==> src/shared/bst_regs.svh <==
`ifndef BST_REGS_SVH
`define BST_REGS_SVH

// Opcodes and widths
`define BST_IR_W          4
`define BST_OP_EXTEST     4'h0
`define BST_OP_IDCODE     4'h1
`define BST_OP_SAMPLE     4'h2
`define BST_OP_RESET      4'hc
`define BST_OP_BYPASS     4'hf
`define BST_ID_W          32

// Register byte offsets on the bus
`define BST_ADDR_CTRL     4'h0
`define BST_ADDR_CAUSE    4'h4
`define BST_ADDR_IOCTL    4'h8

// Field positions
`define BST_CTRL_DIS_BIT  7
`define BST_CTRL_PUD_BIT  4
`define BST_CAUSE_FLAG    4

// Double-write window in system cycles
`define BST_DIS_WINDOW    3'd4

// Start-up hold after the test reset releases
`define BST_STARTUP_NS    1000
`define BST_CLK_NS        50
`define BST_STARTUP_CYC   ((`BST_STARTUP_NS + `BST_CLK_NS - 1) / `BST_CLK_NS)

`endif

==> src/shared/bst_pkg.sv <==
package bst_pkg;

    // TAP controller states, binary codes written out
    typedef enum logic [3:0] {
        TEST_RESET = 4'h0, RUN_IDLE   = 4'h1, SEL_DR    = 4'h2,
        CAP_DR     = 4'h3, SHIFT_DR   = 4'h4, EXIT1_DR  = 4'h5,
        PAUSE_DR   = 4'h6, EXIT2_DR   = 4'h7, UPD_DR    = 4'h8,
        SEL_IR     = 4'h9, CAP_IR     = 4'ha, SHIFT_IR  = 4'hb,
        EXIT1_IR   = 4'hc, PAUSE_IR   = 4'hd, EXIT2_IR  = 4'he,
        UPD_IR     = 4'hf
    } bst_tap_type;

    // Test port pins after synchronisation
    typedef struct packed {
        logic tck;
        logic tms;
        logic tdi;
    } bst_tap_in_type;

    // Wishbone classic request
    typedef struct packed {
        logic        cyc;
        logic        stb;
        logic        we;
        logic [3:0]  sel;
        logic [3:0]  adr;
        logic [31:0] dat;
    } bst_wb_req_type;

endpackage

==> src/design/bst_tap.sv <==
`timescale 1ns/1ps
`include "bst_regs.svh"
// Operation
// - Bypass is one stage, cleared to zero on leaving Capture-DR.
// - Identification holds a 4-bit version, first revision zero.
// - Identification holds a 16-bit part number from a parameter.
// - Identification holds an 11-bit maker code from a parameter.
// - A one in the reset register holds the chip in reset at once.
// - After release, reset stays for the start-up time-out.
// - Instruction register is four bits, sixteen opcodes.
// - All scan registers shift least significant bit first.
// - Opcode 0x0 selects chain; latched outputs drive pins immediately.
// - External test captures pins, shifts, updates outputs.
// - Opcode 0x1 selects the 32-bit identification, default after reset.
// - Opcode 0x2 samples pins; update loads latches only.
// - Opcode 0xC selects reset register; never resets the TAP.
// - Opcode 0xF selects bypass; capture loads zero.
// - Chip reset from the reset register tri-states the port pins, except under external test.
// - Port-disable bit seven zero with fuse enables the port.
// - Port-disable changes only on a double write within four cycles.
// - Reset-cause flag bit four sets on test reset, clears by writing it zero.
// - Pull-ups forced off under external test or sample.
// - Pin cell folds control, data, input into two stages, raw input.
// - Data to port bit, control to direction; pull-up per formula.
// - Clock never driven out nor sampled under external test or sample.
// - Test clock is sampled by clk_sys, so it must run well below that clock.
module bst_tap
    import bst_pkg::*;
#(
    parameter int          NPINS    = 8,
    parameter logic [3:0]  VERSION  = 4'h0,    // Silicon revision
    parameter logic [15:0] PART_NUM = 16'h1234, // Arbitrary value
    parameter logic [10:0] MAKER_ID = 11'h055,  // Arbitrary value
    parameter int          STARTUP  = `BST_STARTUP_CYC
)(
    input  wire logic             clk_sys,
    input  wire logic             rst_n,
    input  wire logic             tckPin,
    input  wire logic             tmsPin,
    input  wire logic             tdiPin,
    output logic                  tdoPin,
    output logic                  tdoOe,
    input  wire logic             testPortEnableFuse,
    input  wire logic             clockOutputFuse,
    input  wire logic             sysClockOut,
    input  wire logic [NPINS-1:0] padIn,
    output logic      [NPINS-1:0] padOut,
    output logic      [NPINS-1:0] padOe,
    output logic      [NPINS-1:0] pullupEn,
    output logic                  clkPadOut,
    output logic                  chipReset,
    output logic                  testPortActive,
    input  wire logic             wb_cyc_i,
    input  wire logic             wb_stb_i,
    input  wire logic             wb_we_i,
    input  wire logic [3:0]       wb_sel_i,
    input  wire logic [3:0]       wb_adr_i,
    input  wire logic [31:0]      wb_dat_i,
    output logic      [31:0]      wb_dat_o,
    output logic                  wb_ack_o
);

    localparam int CW = 2 * NPINS;
    localparam int SW = $clog2(STARTUP + 1);

    // ------------------------------------------------------------
    // Pin synchronisers
    // ------------------------------------------------------------
    logic [2:0] syncA_q, syncB_q;
    logic       tckOld_q;
    bst_tap_in_type tapIn;
    logic       tckRise, tckFall;

    always_ff @(posedge clk_sys or negedge rst_n) begin
        if (!rst_n) begin
            syncA_q  <= 3'h0;
            syncB_q  <= 3'h0;
            tckOld_q <= 1'b0;
        end else begin
            syncA_q  <= {tckPin, tmsPin, tdiPin};
            syncB_q  <= syncA_q;
            tckOld_q <= syncB_q[2];
        end
    end

    // Edges of the test clock; it must stay below a quarter of clk_sys
    assign tapIn   = bst_tap_in_type'(syncB_q);
    assign tckRise = tapIn.tck & ~tckOld_q;
    assign tckFall = ~tapIn.tck & tckOld_q;

    // ------------------------------------------------------------
    // TAP controller
    // ------------------------------------------------------------
    bst_tap_type state_q, state_d;

    always_comb begin
        state_d = state_q;
        if (tckRise) begin
            unique case (state_q)
                TEST_RESET: state_d = tapIn.tms ? TEST_RESET : RUN_IDLE;
                RUN_IDLE:   state_d = tapIn.tms ? SEL_DR : RUN_IDLE;
                SEL_DR:     state_d = tapIn.tms ? SEL_IR : CAP_DR;
                CAP_DR:     state_d = tapIn.tms ? EXIT1_DR : SHIFT_DR;
                SHIFT_DR:   state_d = tapIn.tms ? EXIT1_DR : SHIFT_DR;
                EXIT1_DR:   state_d = tapIn.tms ? UPD_DR : PAUSE_DR;
                PAUSE_DR:   state_d = tapIn.tms ? EXIT2_DR : PAUSE_DR;
                EXIT2_DR:   state_d = tapIn.tms ? UPD_DR : SHIFT_DR;
                UPD_DR:     state_d = tapIn.tms ? SEL_DR : RUN_IDLE;
                SEL_IR:     state_d = tapIn.tms ? TEST_RESET : CAP_IR;
                CAP_IR:     state_d = tapIn.tms ? EXIT1_IR : SHIFT_IR;
                SHIFT_IR:   state_d = tapIn.tms ? EXIT1_IR : SHIFT_IR;
                EXIT1_IR:   state_d = tapIn.tms ? UPD_IR : PAUSE_IR;
                PAUSE_IR:   state_d = tapIn.tms ? EXIT2_IR : PAUSE_IR;
                EXIT2_IR:   state_d = tapIn.tms ? UPD_IR : SHIFT_IR;
                UPD_IR:     state_d = tapIn.tms ? SEL_DR : RUN_IDLE;
            endcase
        end
        if (!testPortActive)
            state_d = TEST_RESET;
    end

    // Only the power-on reset and an inactive port (fuse low or disable bit set) touch the TAP
    always_ff @(posedge clk_sys or negedge rst_n) begin
        if (!rst_n)
            state_q <= TEST_RESET;
        else
            state_q <= state_d;
    end

    // ------------------------------------------------------------
    // Instruction and data registers
    // ------------------------------------------------------------
    logic [`BST_IR_W-1:0]  irShift_q, irShift_d, ir_q, ir_d;
    logic [`BST_ID_W-1:0]  drShift_q, drShift_d;
    logic [CW-1:0]         chain_q, chain_d, latch_q, latch_d;
    logic                  bypass_q, bypass_d, rstReg_q, rstReg_d;
    logic                  tdo_q, tdo_d, tdoOe_q, tdoOe_d;
    logic [CW-1:0]         capVec;
    logic [`BST_ID_W-1:0]  idWord;
    logic                  chainSel, pinDrive;

    assign idWord   = {VERSION, PART_NUM, MAKER_ID, 1'b1};
    assign chainSel = (ir_q == `BST_OP_EXTEST) ||
                      (ir_q == `BST_OP_SAMPLE);
    assign pinDrive = (ir_q == `BST_OP_EXTEST);

    // Each cell: even bit is control, odd bit is data; raw pad input
    // replaces the data stage on capture (no synchroniser).
    genvar g;
    generate
        for (g = 0; g < NPINS; g++) begin : gCell
            assign capVec[2*g]   = padOe[g];
            assign capVec[2*g+1] = padIn[g];
        end
    endgenerate

    always_comb begin
        irShift_d = irShift_q;
        ir_d      = ir_q;
        drShift_d = drShift_q;
        chain_d   = chain_q;
        latch_d   = latch_q;
        bypass_d  = bypass_q;
        rstReg_d  = rstReg_q;
        tdo_d     = tdo_q;
        tdoOe_d   = tdoOe_q;
        if (tckRise) begin
            unique case (state_q)
                TEST_RESET: ir_d = `BST_OP_IDCODE;
                CAP_IR:     irShift_d = 4'h1;
                SHIFT_IR:   irShift_d = {tapIn.tdi, irShift_q[3:1]};
                CAP_DR: begin
                    if (chainSel)
                        chain_d = capVec;
                    if (ir_q == `BST_OP_IDCODE)
                        drShift_d = idWord;
                    bypass_d = 1'b0;
                end
                SHIFT_DR: begin
                    unique case (ir_q)
                        `BST_OP_EXTEST, `BST_OP_SAMPLE:
                            chain_d = {tapIn.tdi, chain_q[CW-1:1]};
                        `BST_OP_IDCODE:
                            drShift_d = {tapIn.tdi, drShift_q[31:1]};
                        `BST_OP_RESET:
                            rstReg_d = tapIn.tdi;
                        default:
                            bypass_d = tapIn.tdi;
                    endcase
                end
                UPD_DR:
                    if (chainSel)
                        latch_d = chain_q;
                UPD_IR:     ir_d = irShift_q;
                default: ;
            endcase
        end
        // TDO changes on the falling test clock edge
        if (tckFall) begin
            tdoOe_d = (state_q == SHIFT_DR) || (state_q == SHIFT_IR);
            if (state_q == SHIFT_IR)
                tdo_d = irShift_q[0];
            else
                unique case (ir_q)
                    `BST_OP_EXTEST, `BST_OP_SAMPLE: tdo_d = chain_q[0];
                    `BST_OP_IDCODE: tdo_d = drShift_q[0];
                    `BST_OP_RESET:  tdo_d = rstReg_q;
                    default:        tdo_d = bypass_q;
                endcase
        end
        if (!testPortActive) begin
            ir_d    = `BST_OP_IDCODE;
            tdoOe_d = 1'b0;
        end
    end

    always_ff @(posedge clk_sys or negedge rst_n) begin
        if (!rst_n) begin
            irShift_q <= 4'h1;
            ir_q      <= `BST_OP_IDCODE;
            drShift_q <= 32'h0;
            chain_q   <= '0;
            latch_q   <= '0;
            bypass_q  <= 1'b0;
            rstReg_q  <= 1'b0;
            tdo_q     <= 1'b0;
            tdoOe_q   <= 1'b0;
        end else begin
            irShift_q <= irShift_d;
            ir_q      <= ir_d;
            drShift_q <= drShift_d;
            chain_q   <= chain_d;
            latch_q   <= latch_d;
            bypass_q  <= bypass_d;
            rstReg_q  <= rstReg_d;
            tdo_q     <= tdo_d;
            tdoOe_q   <= tdoOe_d;
        end
    end

    // ------------------------------------------------------------
    // Chip reset and start-up hold
    // ------------------------------------------------------------
    logic [SW-1:0] hold_q, hold_d;
    logic          chipRst_q, chipRst_d;

    // Reset follows the register level combinationally in clk_sys
    // terms, so it asserts in the same cycle the bit is shifted in.
    always_comb begin
        hold_d = hold_q;
        if (rstReg_d)
            hold_d = SW'(STARTUP);
        else if (hold_q != '0)
            hold_d = hold_q - 1'b1;
        // Loaded count is read a cycle later, so the full hold is kept
        chipRst_d = rstReg_d || (hold_q != '0);
    end

    always_ff @(posedge clk_sys or negedge rst_n) begin
        if (!rst_n) begin
            hold_q    <= '0;
            chipRst_q <= 1'b0;
        end else begin
            hold_q    <= hold_d;
            chipRst_q <= chipRst_d;
        end
    end

    // ------------------------------------------------------------
    // Wishbone registers
    // ------------------------------------------------------------
    logic       portDis_q, portDis_d, pendVal_q, pendVal_d;
    logic [2:0] winCnt_q, winCnt_d;
    logic       flag_q, flag_d, pud_q, pud_d;
    logic [NPINS-1:0] portBit_q, portBit_d, dirBit_q, dirBit_d;
    logic [31:0] rdat_q, rdat_d;
    logic        ack_q, ack_d;
    logic        wbReq, wbWr, lane0;

    assign wbReq = wb_cyc_i && wb_stb_i && !ack_q;
    assign wbWr  = wbReq && wb_we_i;
    assign lane0 = wb_sel_i[0];

    always_comb begin
        portDis_d = portDis_q;
        pendVal_d = pendVal_q;
        winCnt_d  = (winCnt_q != 3'd0) ? winCnt_q - 3'd1 : 3'd0;
        flag_d    = flag_q;
        pud_d     = pud_q;
        portBit_d = portBit_q;
        dirBit_d  = dirBit_q;
        rdat_d    = 32'h0;
        ack_d     = wbReq;
        if (wbWr && lane0) begin
            unique case (wb_adr_i)
                `BST_ADDR_CTRL: begin
                    pud_d = wb_dat_i[`BST_CTRL_PUD_BIT];
                    if (winCnt_q != 3'd0 &&
                        pendVal_q == wb_dat_i[`BST_CTRL_DIS_BIT]) begin
                        portDis_d = pendVal_q;
                        winCnt_d  = 3'd0;
                    end else begin
                        pendVal_d = wb_dat_i[`BST_CTRL_DIS_BIT];
                        winCnt_d  = `BST_DIS_WINDOW;
                    end
                end
                `BST_ADDR_CAUSE:
                    if (!wb_dat_i[`BST_CAUSE_FLAG])
                        flag_d = 1'b0;
                `BST_ADDR_IOCTL: begin
                    portBit_d = wb_dat_i[NPINS-1:0];
                    dirBit_d  = wb_dat_i[16+NPINS-1:16];
                end
                default: ;
            endcase
        end
        // Set wins over a software clear in the same cycle
        if (rstReg_q)
            flag_d = 1'b1;
        if (wbReq && !wb_we_i) begin
            unique case (wb_adr_i)
                `BST_ADDR_CTRL: begin
                    rdat_d[`BST_CTRL_DIS_BIT] = portDis_q;
                    rdat_d[`BST_CTRL_PUD_BIT] = pud_q;
                end
                `BST_ADDR_CAUSE: rdat_d[`BST_CAUSE_FLAG] = flag_q;
                `BST_ADDR_IOCTL: begin
                    rdat_d[NPINS-1:0]     = portBit_q;
                    rdat_d[16+NPINS-1:16] = dirBit_q;
                end
                default: ;
            endcase
        end
    end

    always_ff @(posedge clk_sys or negedge rst_n) begin
        if (!rst_n) begin
            portDis_q <= 1'b0;
            pendVal_q <= 1'b0;
            winCnt_q  <= 3'd0;
            flag_q    <= 1'b0;
            pud_q     <= 1'b0;
            portBit_q <= '0;
            dirBit_q  <= '0;
            rdat_q    <= 32'h0;
            ack_q     <= 1'b0;
        end else begin
            portDis_q <= portDis_d;
            pendVal_q <= pendVal_d;
            winCnt_q  <= winCnt_d;
            flag_q    <= flag_d;
            pud_q     <= pud_d;
            portBit_q <= portBit_d;
            dirBit_q  <= dirBit_d;
            rdat_q    <= rdat_d;
            ack_q     <= ack_d;
        end
    end

    // ------------------------------------------------------------
    // Pad outputs, all registered
    // ------------------------------------------------------------
    logic [NPINS-1:0] padOut_q, padOut_d, padOe_q, padOe_d;
    logic [NPINS-1:0] pull_q, pull_d;
    logic             clkOut_q, clkOut_d, act_q, act_d;

    always_comb begin
        act_d = testPortEnableFuse && !portDis_q;
        for (int i = 0; i < NPINS; i++) begin
            if (pinDrive) begin
                padOut_d[i] = latch_q[2*i+1];
                padOe_d[i]  = latch_q[2*i];
            end else begin
                padOut_d[i] = portBit_q[i];
                padOe_d[i]  = dirBit_q[i];
            end
        end
        // Pull-up per port formula, forced off during scan
        pull_d = ~{NPINS{pud_q}} & ~dirBit_q & portBit_q;
        if (chainSel)
            pull_d = '0;
        // Chip reset floats the port pins and drops pull-ups, unless pinDrive is set
        if (chipRst_q && !pinDrive) begin
            padOe_d = '0;
            pull_d  = '0;
        end
        clkOut_d = clockOutputFuse && sysClockOut && !chainSel;
    end

    always_ff @(posedge clk_sys or negedge rst_n) begin
        if (!rst_n) begin
            padOut_q <= '0;
            padOe_q  <= '0;
            pull_q   <= '0;
            clkOut_q <= 1'b0;
            act_q    <= 1'b0;
        end else begin
            padOut_q <= padOut_d;
            padOe_q  <= padOe_d;
            pull_q   <= pull_d;
            clkOut_q <= clkOut_d;
            act_q    <= act_d;
        end
    end

    assign padOut         = padOut_q;
    assign padOe          = padOe_q;
    assign pullupEn       = pull_q;
    assign clkPadOut      = clkOut_q;
    assign chipReset      = chipRst_q;
    assign testPortActive = act_q;
    assign tdoPin         = tdo_q;
    assign tdoOe          = tdoOe_q;
    assign wb_dat_o       = rdat_q;
    assign wb_ack_o       = ack_q;

endmodule

==> config.mk <==
export PLATFORM = sky130hd
export DESIGN_NAME = bst_tap
export DESIGN_NICKNAME = d
export VERILOG_FILES = /design/src/shared/bst_pkg.sv /design/src/design/bst_tap.sv
export VERILOG_INCLUDE_DIRS = /design/src /design/src/shared
export SDC_FILE = /design/constraint.sdc
export NUM_CORES = 1
export LEC_CHECK = 0
export BUFFER_PORTS_ARGS = -buffer_cell sky130_fd_sc_hd__buf_2
export CORE_MARGIN = 8
export CORE_UTILIZATION = 60
export CTS_CLUSTER_DIAMETER = 50
export DETAILED_ROUTE_END_ITERATION = 12
export PLACE_DENSITY = 0.85
export REMOVE_ABC_BUFFERS = 1
export SYNTH_ARGS = -nofsm -noshare
export SYNTH_HDL_FRONTEND = slang
export SYNTH_SLANG_ARGS = --single-unit
==> constraint.sdc <==
create_clock -name clk_sys -period 2.5 [get_ports clk_sys]
set_input_delay 0 -clock clk_sys [delete_from_list [all_inputs] [get_ports clk_sys]]
set_output_delay 0 -clock clk_sys [all_outputs]
set_load 0.01 [all_outputs]
# Word level (Yosys, flattened, before mapping)
# Index checks and enable logic that the tools add are counted.
# totals
reg_bits	159
input_bits	59
# op_classes
eq_ne	30
addsub	2
n_mux	70
reduce_logical	44
bitwise	9
# ops
cell	n
$mux 32	2
$pmux 32 s2	1
$mux 8	6
$pmux 4 s12	1
$eq 4x4->1 const B	10
$mux 4	9
$mux 16	2
$pmux 16 s2	1
$mux 1	30
$eq 4x3->1 const B	5
$mux 3	6
$and 8x8->8	2
$not 8->8	2
$pmux 4 s2	2
$reduce_and 3->1	5
$eq 4x2->1 const B	3
$logic_not 4->1	3
$ne 2x2->1 const B	6
$logic_and 1x1->1	10
$mux 5	2
$reduce_bool 2->1	5
$eq 4x1->1 const B	2
$mux 2	4
$reduce_and 2->1	4
17 further kinds	32

# Depth between registers and ports, before layout
# Gate-level depths: netlist of run 1.
# depth
word_depth	6
ltp_mapped	6

# Worst setup path before layout of run 1
# No wires, ideal clock.
# synth_path
path_kind	register -> register
startpoint	register ack_q (netlist: wb_ack_o)
endpoint	register flag_q
setup_ns	0.118
arrival_time_ns	1.550
synth_period_minus_slack_ns	1.668
n_path_buf	0
path_slack_ns	0.832
path_stages_with_launch	5
required_time_ns	2.382
cell_sequence	dfrtp_1 > nand3b_4 > or3_1 > or4b_1 > a21o_1
# synth_between
elab_chain_cells	6
# synth_rtl
item	line	rtl
start, declared	bst_tap.sv:277	logic ack_q, ack_d;
start signal, assigned	bst_tap.sv:356	ack_q <= ack_d;
$logic_not 1->1	bst_tap.sv:280	assign wbReq = wb_cyc_i && wb_stb_i && !ack_q;
$logic_and 1x1->1	bst_tap.sv:280	
$logic_and 1x1->1	bst_tap.sv:281	assign wbWr = wbReq && wb_we_i;
$logic_and 1x1->1	bst_tap.sv:294	if (wbWr && lane0) begin
$reduce_bool 2->1 (no source line)	n/a	
$reduce_and 3->1 (no source line)	n/a	
end signal, assigned	bst_tap.sv:351	flag_q <= flag_d;
end, declared	bst_tap.sv:274	logic flag_q, flag_d, pud_q, pud_d;
# Every way passes these cells.
# A chain may end at the register's enable or synchronous reset.

# Worst setup path after layout of run 1
# layout_path
startpoint	register ack_q (netlist: wb_ack_o)
endpoint	register rdat_q[4] (netlist: wb_dat_o[4])
# layout_between
elab_chain_cells	4
# layout_rtl
item	line	rtl
$logic_not 1->1	bst_tap.sv:280	
$logic_and 1x1->1	bst_tap.sv:280	
$logic_and 1x1->1	bst_tap.sv:320	if (wbReq && !wb_we_i) begin
$mux 8	bst_tap.sv:320	
net rdat_d[4]	bst_tap.sv:276	logic [31:0] rdat_q, rdat_d;
end signal, assigned	bst_tap.sv:355	rdat_q <= rdat_d;
end, declared	bst_tap.sv:276	
# The timed path passes the listed nets, and every way through them passes these cells.

==> results of run 1 <==
-- cells by family (layout without fill, tap and decap cells) --
family,Yosys count,after routing,share of synthesized area (%)
other,1,16,0.05519
buffers and inverters,56,174,4.769
AO/OA/AOI/OAI,108,108,9.483
flip-flops,159,159,58.59
multiplexers,58,58,9.832
XOR/XNOR,4,4,0.5157
AND/OR/NAND/NOR,207,207,16.02
adder cells (fa/ha/maj),4,4,0.7365
-- synth_stat cells, types with 7 or more instances --
cell type / number
mux2_4: 10
nand2_1: 102
buf_2: 9
clkbuf_1: 12
mux2i_1: 18
nand3_1: 7
mux2_2: 27
inv_1: 11
nor3_1: 9
buf_4: 17
and2_1: 15
dfrtp_1: 157
nand2b_1: 8
nor2_1: 24
o21ai_0: 70
nor3b_1: 10
-- path summary, 6_finish.rpt --
kind	slack, ns	start	cells past startpoint	endpoint
max	0.20	wb_ack_o	5	wb_dat_o[4]
max in group asynchronous	1.53	rst_n	3	ir_q[0]
min in group asynchronous	0.11	rst_n	2	drShift_q[8]
min reg2reg	0.35	syncA_q[1]	0	syncB_q[1]
min	-0.02	padIn[4]	3	chain_q[9]
max reg2reg	0.20	wb_ack_o	5	wb_dat_o[4]
-- worst max-delay path: cells and delay by family, from the launching register on --
kind,cells,cell delay (ns)
simple gates,3,0.72
buf+inv,2,1.14
flops,1,0.38
-- power by group --
group	internal [mW]	total [mW]	switching, mW
clock network	1.50	2.62	1.12
registers	2.66	2.73	0.0637
logic	0.159	0.345	0.186
-- final cells by class --
class                   instances  area [sq um]  area share, %
flip-flops and latches        159          3981          48.33
well taps                     143         178.9          2.172
multi-input cells             397          2564          31.12
repair buffers                130         874.6          10.62
clock inverters                15         168.9          2.050
clock buffers                  17         425.4          5.164
inverters                      12         45.04         0.5468
-- flip-flops by register name, indices dropped and copies added (netlist names), 4 cells and up --
| register | cells |
|---|---|
| latch_q | 16 |
| padOut | 8 |
| hold_q | 5 |
| state_q | 4 |
| dirBit_q | 8 |
| drShift_q | 32 |
| padOe | 8 |
| irShift_q | 4 |
| pullupEn | 8 |
| ir_q | 4 |
| portBit_q | 8 |
| wb_dat_o | 16 |
| chain_q | 16 |
-- layer usage --
metal  vias up  wire, um
met2       179      8199
li1       2264         -
met4         0       439
met5         -         0
met3        42       974
met1      2394      6317
-- timing repair --
item                      CTS  global route
hold buffers               37             0
hold endpoints to repair   95             0
gates resized for setup     0             0
setup buffers               0             0
==> results_dict.tcl, run 1 <==
set metrics [dict create \
    crit_fanout 5 \
    finalWorstSetupSlack_ns 0.1974 \
    drt_iter0_markers 356 \
    grt_pass1_wl_mm 25.92 \
    ys_seq_area_share_pct 58.59 \
    grt_max_degree 69 \
    critical-path-max-stage-delay_ns 0.57 \
    area_delta_synth_final_pct 21.23 \
    dpl.hpwl_mm 9.507 \
    synth_cell_types 67 \
    crit_required_ns 2.86 \
    grt_antenna_before_repair 0 \
    drc 0 \
    fin_crit_sh_pct 92.11 \
    cts_buffer_depth 2 \
    ir_worst_vdd_v 0.0006876 \
    finalCriticalPeriod_ns 2.303 \
    async_flop_share_pct 100.0 \
    antenna_cells 0 \
    synth_largest_area_cell "dfrtp_1" \
    worst_hold_slack_ns -0.01539 \
    crit_path_start_kind "flip-flop" \
    ys.flop_type "dfrtp_1" \
    rows 39 \
    placed_cells 804 \
    maxCapViolCount 0 \
    final_common_cell "dfrtp_1" \
    pwr_density_cell_nw_per_um2 691.1 \
    dieArea_sq_um 14990 \
    hold_path.class "in -> reg" \
    outcome "complete, but fails checks" \
    grt-ovfl-total 0 \
    numCtsBuffers 17 \
    gr-usage-met1_pct 26.55 \
    setup_tns_ns 0 \
    via_count 4879 \
    routabilityCongestion 0.8365 \
    final_cells 873 \
    tritoncts "built" \
    vias_per_cell 5.589 \
    avgSynthCellArea_sq_um 11.38 \
    utilization_pct 73.40 \
    cp_common_cell "dlygate4sd3_1" \
    clk_pin_slew_ns 0.06 \
    p_total_mw 5.694 \
    die-height_um 122.4 \
    dpl_cell_area_sq_um 7273 \
    clock_skew_ns 0.01025 \
    crit_path_cell_trace "nand3b_4, or3_1, dlygate4sd3_1, nor3_1, dlygate4sd3_1" \
    synth_cells 597 \
    violations "negative hold slack" \
    htreeDepth 4 \
    synthTopCellsByArea "dfrtp_1 58%, nand2_1 5.6%, o21ai_0 5.2%" \
    ioPinCount 121 \
    synth.top_cell.area_share_pct 57.82 \
    core_sq_um 11220 \
    slowest_stage "dlygate4sd3_1" \
    ys_ff_latch 159 \
    grt-busiest-layer "met2" \
    max_slew.worst_pin.slew_ns 0.7022 \
    fin_nets 780 \
    clockRootBuffer "clkbuf_16" \
    grt_setup_unrepaired "no" \
    final.fill_count 670 \
    post-place-ws_ns 0.3376 \
    cts.sinks 159 \
    drv_slew 0 \
    insertion_delay_ns 0.43 \
    ys_warn_count 0 \
    dieWidth_um 122.4 \
    layout-drive-gt1-share_pct 24.38 \
    worstSetupPathType "reg -> reg" \
    grt_pass1_vias 5101 \
    port-buffer-count 85 \
    firstDrtPassIters 5 \
    setup_viol 0 \
    slew_headroom_pct 53.08 \
    wire_per_inst_um 18.25 \
    synth_area_sq_um 6795 \
    routed_wl_mm 15.93 \
    final_cell_mix "157 x dfrtp_1, 102 x nand2_1, 84 x buf_2, 70 x o21ai_0, 37 x dlygate4sd3_1" \
    final_antenna_net_count 0 \
    final_area_sq_um 8238 \
    fmax_mhz 434.3 \
    p_leak_nw 4.032 \
    grt_usage_pct 22.24 \
    synth_edf_count 0 \
    grt_use_met2_pct 37.75 \
    crit_arrival_ns 2.66 \
    start_util_pct 60.55 \
    finalHoldViolCount 1 \
    endpoint_kind "flip-flop" \
    grt_use_met3_pct 5.704 \
]
Note: power is estimated with default switching activity, not from simulation.
==> run 2, diff against run 1 <==
--- a/config.mk
+++ b/config.mk
@@ -7,11 +7,13 @@
 export NUM_CORES = 1
 export LEC_CHECK = 0
 export BUFFER_PORTS_ARGS = -buffer_cell sky130_fd_sc_hd__buf_2
+export CELL_PAD_IN_SITES_DETAIL_PLACEMENT = 1
+export CELL_PAD_IN_SITES_GLOBAL_PLACEMENT = 1
 export CORE_MARGIN = 8
-export CORE_UTILIZATION = 60
+export CORE_UTILIZATION = 47
 export CTS_CLUSTER_DIAMETER = 50
 export DETAILED_ROUTE_END_ITERATION = 12
-export PLACE_DENSITY = 0.85
+export PLACE_DENSITY_LB_ADDON = 0.1
 export REMOVE_ABC_BUFFERS = 1
 export SYNTH_ARGS = -nofsm -noshare
 export SYNTH_HDL_FRONTEND = slang
==> run 2 against run 1 <==
Effect of this change:
- the run now ends clean
- hold slack gained 0.036 ns
- fmax up 2.8%
- sequential power hardly changed
- sequential cell count stayed put
- die area is 24% higher
- cell area is 1.7% higher
- count of clock-buffer cells in the layout increased by 8
- sequential share of layout area decreased by 0.79 points
- wire length grew 4.3%
- worst setup slack better by 0.063 ns
- final cell count increased by 5.2%
- global-route usage is 3.2 points lower
- critical endpoint unchanged
- highest routed layer unchanged
==> results_dict.tcl, run 2 (same netlist as run 1, synthesis figures left out) <==
set metrics [dict create \
    final_area_sq_um 8374 \
    wire_per_inst_um 18.10 \
    finalWorstSetupSlack_ns 0.2603 \
    clk_pin_slew_ns 0.06 \
    core_sq_um 14310 \
    finalCriticalPeriod_ns 2.240 \
    start_util_pct 47.47 \
    maxCapViolCount 0 \
    outcome "complete, no violations" \
    crit_required_ns 2.87 \
    endpoint "wb_dat_o[4]" \
    cts_buffer_depth 2 \
    finalHoldViolCount 0 \
    met1_length_mm 7.375 \
    drc 0 \
    setup_tns_ns 0 \
    dr_wl_met2_mm 8.384 \
    hold_path.class "in -> reg" \
    numCtsBuffers 17 \
    p_leak_nw 4.079 \
    drv_slew 0 \
    r2r_slack_ns 0.26 \
    max_slew.worst_pin.slew_ns 0.6720 \
    clock_skew_ns 0.01091 \
    postCtsSetupBuffers 0 \
    pwr_density_cell_nw_per_um2 692.9 \
    dpl_cell_area_sq_um 7365 \
    slew_headroom_pct 55.09 \
    via_count 4833 \
    dr_wl_met3_um 570 \
    antenna_cells 0 \
    cts.sinks 159 \
    grt_pass1_vias 5211 \
    crit_fanout 5 \
    setup_viol 0 \
    fmax_mhz 446.5 \
    insertion_delay_ns 0.43 \
    worstSetupPathType "reg -> reg" \
    grt_usage_pct 19.02 \
    clockRootBuffer "clkbuf_16" \
    grt_pass1_wl_mm 27.53 \
    rows 44 \
    fin_crit_sh_pct 89.59 \
    final.fill_count 1528 \
    dieArea_sq_um 18560 \
    final_cell_mix "157 x dfrtp_1, 102 x nand2_1, 84 x buf_2, 70 x o21ai_0, 39 x dlygate4sd3_1" \
    cp-startpoint "wb_ack_o" \
    grt_max_degree 70 \
    dpl.hpwl_mm 10.65 \
    crit_arrival_ns 2.61 \
    layout-drive-gt1-share_pct 23.98 \
    top_layer_used "met4" \
    grt_setup_unrepaired "no" \
    p_total_mw 5.802 \
    tritoncts "built" \
    fin_nets 784 \
    crit_path_start_kind "flip-flop" \
    drt_iter0_markers 267 \
    routabilityCongestion 0.7815 \
    regMostFlops "drShift_q" \
    grt_antenna_before_repair 0 \
    ioPinCount 121 \
    min_from "wb_adr_i[1]" \
    reg2regPathDepth 5 \
    area_delta_synth_final_pct 23.24 \
    post-place-ws_ns 0.2744 \
    final_antenna_net_count 0 \
    largest_reg_flops 32 \
    htreeDepth 4 \
    rr_startpoint "wb_ack_o" \
    grt-ovfl-total 0 \
    r2r_end "wb_dat_o[4]" \
    firstDrtPassIters 4 \
    dieWidth_um 136.2 \
    final_common_cell "dfrtp_1" \
    routed_wl_mm 16.62 \
    endpoint_kind "flip-flop" \
    port-buffer-count 85 \
    die-height_um 136.2 \
    vias_per_cell 5.265 \
    utilization_pct 58.51 \
    ir_worst_vdd_v 0.0004585 \
]
[run 2: changes by cell type in the layout (fill, tap and decap cells not counted)]
cell           change
inv_6              -8
clkbuf_1           +4
clkbuf_8           +4
clkinvlp_4         -3
buf_12             +2
clkinv_4           +2
dlygate4sd3_1      +2
bufinv_16          +1
[run 2: how the worst min path moves through the flow]
stage / endpoint / slack (ns) / depth (start not counted)
2_1_floorplan: bypass_q / -0.30 / 0
3_3_place_gp: drShift_q[19] / 0.04 / 1
5_1_grt: flag_q / 0.04 / 4
4_1_cts: flag_q / 0.002 / 4
6_report: flag_q / 0.02 / 4
3_5_place_dp: drShift_q[13] / 0.06 / 1
[run 2: repair_timing]
| action | 4_1_cts | 5_1_grt |
|---|---|---|
| hold endpoints to repair | 102 | 0 |
| resized for setup | 0 | 0 |
| hold buffers | 39 | 0 |
[run 2: critical path, stage by stage (launching register included)]
cell and delay, ns:
dfrtp_1 0.38, nand3b_4 0.18, or3_1 0.33, dlygate4sd3_1 0.57, nor3_1 0.16, dlygate4sd3_1 0.56
[run 2: area by class of cell]
class	count	area, sq um	share of cell area [%]
inverters	12	45.04	0.5379
well taps	184	230.2	2.749
flip-flops and latches	159	3981	47.54
clock inverters	7	123.9	1.479
repair buffers	134	934.6	11.16
multi-input cells	397	2564	30.61
clock buffers	25	495.5	5.917
[run 2: stage by stage]
stage	cells	hold WS, ns
finish	918	0.02033
global route	918	0.04235
global placement	847	0.03802
floorplan	568	-0.2956
detailed placement	847	0.06096
CTS	918	0.002451
[run 2: per-layer routing]
layer,GRT usage [%],vias up
met5,0,-
met4,7.566,0
met1,23.93,2445
met2,31.56,90
met3,3.806,27
li1,-,2271
[run 2: where the power goes]
group | switching, mW | leakage (nW) | total (mW) | internal (mW)
Sequential | 0.0655 | 2.13 | 2.73 | 2.67
Combinational | 0.186 | 1.65 | 0.349 | 0.163
Clock | 1.04 | 0.298 | 2.72 | 1.69
Total | 1.29 | 4.08 | 5.80 | 4.51
==> run 3, diff against run 2 <==
--- a/config.mk
+++ b/config.mk
@@ -13,8 +13,9 @@
 export CORE_UTILIZATION = 47
 export CTS_CLUSTER_DIAMETER = 50
 export DETAILED_ROUTE_END_ITERATION = 12
-export PLACE_DENSITY_LB_ADDON = 0.1
+export PLACE_DENSITY = 0.89
 export REMOVE_ABC_BUFFERS = 1
+export SLEW_MARGIN = 15
 export SYNTH_ARGS = -nofsm -noshare
 export SYNTH_HDL_FRONTEND = slang
 export SYNTH_SLANG_ARGS = --single-unit
==> run 3 against run 2 <==
Effect of this change:
- utilization shrank 0.096 points
- die area unchanged
- via count increased by 8.1%
- register-to-register slack worse by 0.14 ns
- critical path type unchanged
- sequential share of layout area rose by 0.078 points
- fmax decreased by 6.0%
- clock skew about the same
==> results_dict.tcl, run 3 (same netlist as run 1, synthesis figures left out) <==
set metrics [dict create \
    vias_per_cell 5.730 \
    swShare_pct 23.50 \
    setup_viol 0 \
    critical-path-max-stage-delay_ns 0.67 \
    tritoncts "built" \
    finalHoldViolCount 0 \
    worst_hold_slack_ns 0.05807 \
    regMostFlops "drShift_q" \
    clk_pin_slew_ns 0.07 \
    crit_required_ns 2.81 \
    pwr-share-comb_pct 6.0 \
    crit_fanout 16 \
    ioPinCount 121 \
    insertion_delay_ns 0.44 \
    rows 44 \
    maxCapViolCount 0 \
    utilization_pct 58.41 \
    clock_skew_ns 0.01126 \
    clkPwrFrac_pct 48.9 \
    dpl_cell_area_sq_um 7337 \
    drv_slew 0 \
    grt_pass1_wl_mm 34.99 \
    cts_buffer_depth 2 \
    setup_tns_ns 0 \
    grt-ovfl-total 0 \
    cts.sinks 159 \
    r2r_slack_ns 0.12 \
    finalCriticalPeriod_ns 2.383 \
    die-height_um 136.2 \
    drt_iter0_markers 341 \
    slowest_stage "nand4_2" \
    final_cells 912 \
    hold_path.class "in -> reg" \
    final_common_cell "dfrtp_1" \
    final_antenna_net_count 0 \
    fmax_mhz 419.6 \
    area_delta_synth_final_pct 23.03 \
    dpl.hpwl_mm 12.63 \
    port-buffer-count 85 \
    fin_crit_sh_pct 95.32 \
    fin_nets 778 \
    crit_arrival_ns 2.69 \
    grt_usage_pct 25.46 \
    routabilityCongestion 0.7904 \
    finalWorstSetupSlack_ns 0.1171 \
    critPathTopFamily "simple AND/OR/NAND/NOR gates" \
    p_seq_share_pct 45.1 \
    wire_per_inst_um 24.72 \
    p_leak_nw 4.078 \
    crit_path_cell_trace "nor3_2, nand4_2, mux2_1" \
    grt_antenna_before_repair 0 \
    final.fill_count 1497 \
    core_sq_um 14310 \
    via_count 5226 \
    grt_max_degree 81 \
    ir_worst_vdd_v 0.0005294 \
    max_slew.worst_pin.slew_ns 0.7416 \
    crit_buf_inv 0 \
    numCtsBuffers 17 \
    worstSetupPathType "reg -> reg" \
    endpoint_kind "flip-flop" \
    outcome "complete, no violations" \
    placed_cells 845 \
    dieWidth_um 136.2 \
    layout-drive-gt1-share_pct 24.73 \
    grt_pass1_vias 5914 \
    p_total_mw 6.084 \
    post-place-ws_ns 0.2658 \
    dieArea_sq_um 18560 \
    pwr_density_cell_nw_per_um2 727.7 \
    start_util_pct 47.47 \
    slew_headroom_pct 50.56 \
    routed_wl_mm 22.54 \
    drc 0 \
    p_int_mw 4.654 \
    clockRootBuffer "clkbuf_16" \
    power_switching_mw 1.429 \
    antenna_cells 0 \
    htreeDepth 4 \
    largest_reg_flops 32 \
    final_cell_mix "157 x dfrtp_1, 102 x nand2_1, 84 x buf_2, 70 x o21ai_0, 35 x dlygate4sd3_1" \
    crit_path_start_kind "flip-flop" \
    firstDrtPassIters 4 \
    final_area_sq_um 8361 \
    grt_setup_unrepaired "no" \
]
==> run 3: changes by cell type in the layout (fill, tap and decap cells not counted) <==
cell,previous run,this run
buf_12,3,2
buf_4,7,6
bufinv_16,3,5
clkbuf_1,4,0
clkbuf_8,4,2
clkinv_2,0,2
clkinv_4,2,3
clkinvlp_4,1,2
dlygate4sd3_1,39,35
nor3b_1,10,8
nor3b_2,0,2
==> run 3: cell type report <==
class	instances	area (sq um)	area share, %
flip-flops and latches	159	3981	47.62
multi-input cells	397	2574	30.78
repair buffers	128	867.1	10.37
clock buffers	19	452.9	5.418
well taps	184	230.2	2.754
clock inverters	13	210.2	2.514
inverters	12	45.04	0.5388
==> run 3: power by group through the flow <==
stage	logic [mW]	registers [mW]	clock network (mW)
finish	0.365	2.74	2.98
global route	0.399	2.75	3.11
CTS	0.364	2.74	2.95
detailed placement	0.310	2.78	0
global placement	0.289	2.77	0
floorplan	0.124	2.77	0
==> run 3: final timing paths <==
path                              from     endpoint  cells after the start
hold reg to reg             syncA_q[2]   syncB_q[2]                      0
hold / removal             wb_adr_i[1]       flag_q                      4
setup reg to reg               ir_q[3]   latch_q[9]                      3
min in group asynchronous        rst_n  pullupEn[3]                      2
setup / recovery               ir_q[3]   latch_q[9]                      3
max in group asynchronous        rst_n  wb_dat_o[7]                      3
==> run 3: tightest hold or removal path, cell delays in order <==
cell    delay [ns]
buf_2         0.09
or3_1         0.13
or4b_1        0.11
a21o_1        0.12
==> run 3: timing repair <==
| item | 4_1_cts | 5_1_grt |
|---|---|---|
| endpoints found under the setup margin | 0 | 1 |
| gates resized for setup | 0 | 2 |
| hold endpoints to repair | 113 | 0 |
| setup buffers | 0 | 0 |
| hold buffers | 35 | 0 |
==> run 3: layer usage <==
metal	up-vias	part of all wire (%)	track usage (%)
li1	2250	-	-
met1	2703	35	26.02
met2	195	55	45.83
met3	78	4.6	5.876
met4	0	5.6	16.53
met5	-	0	0
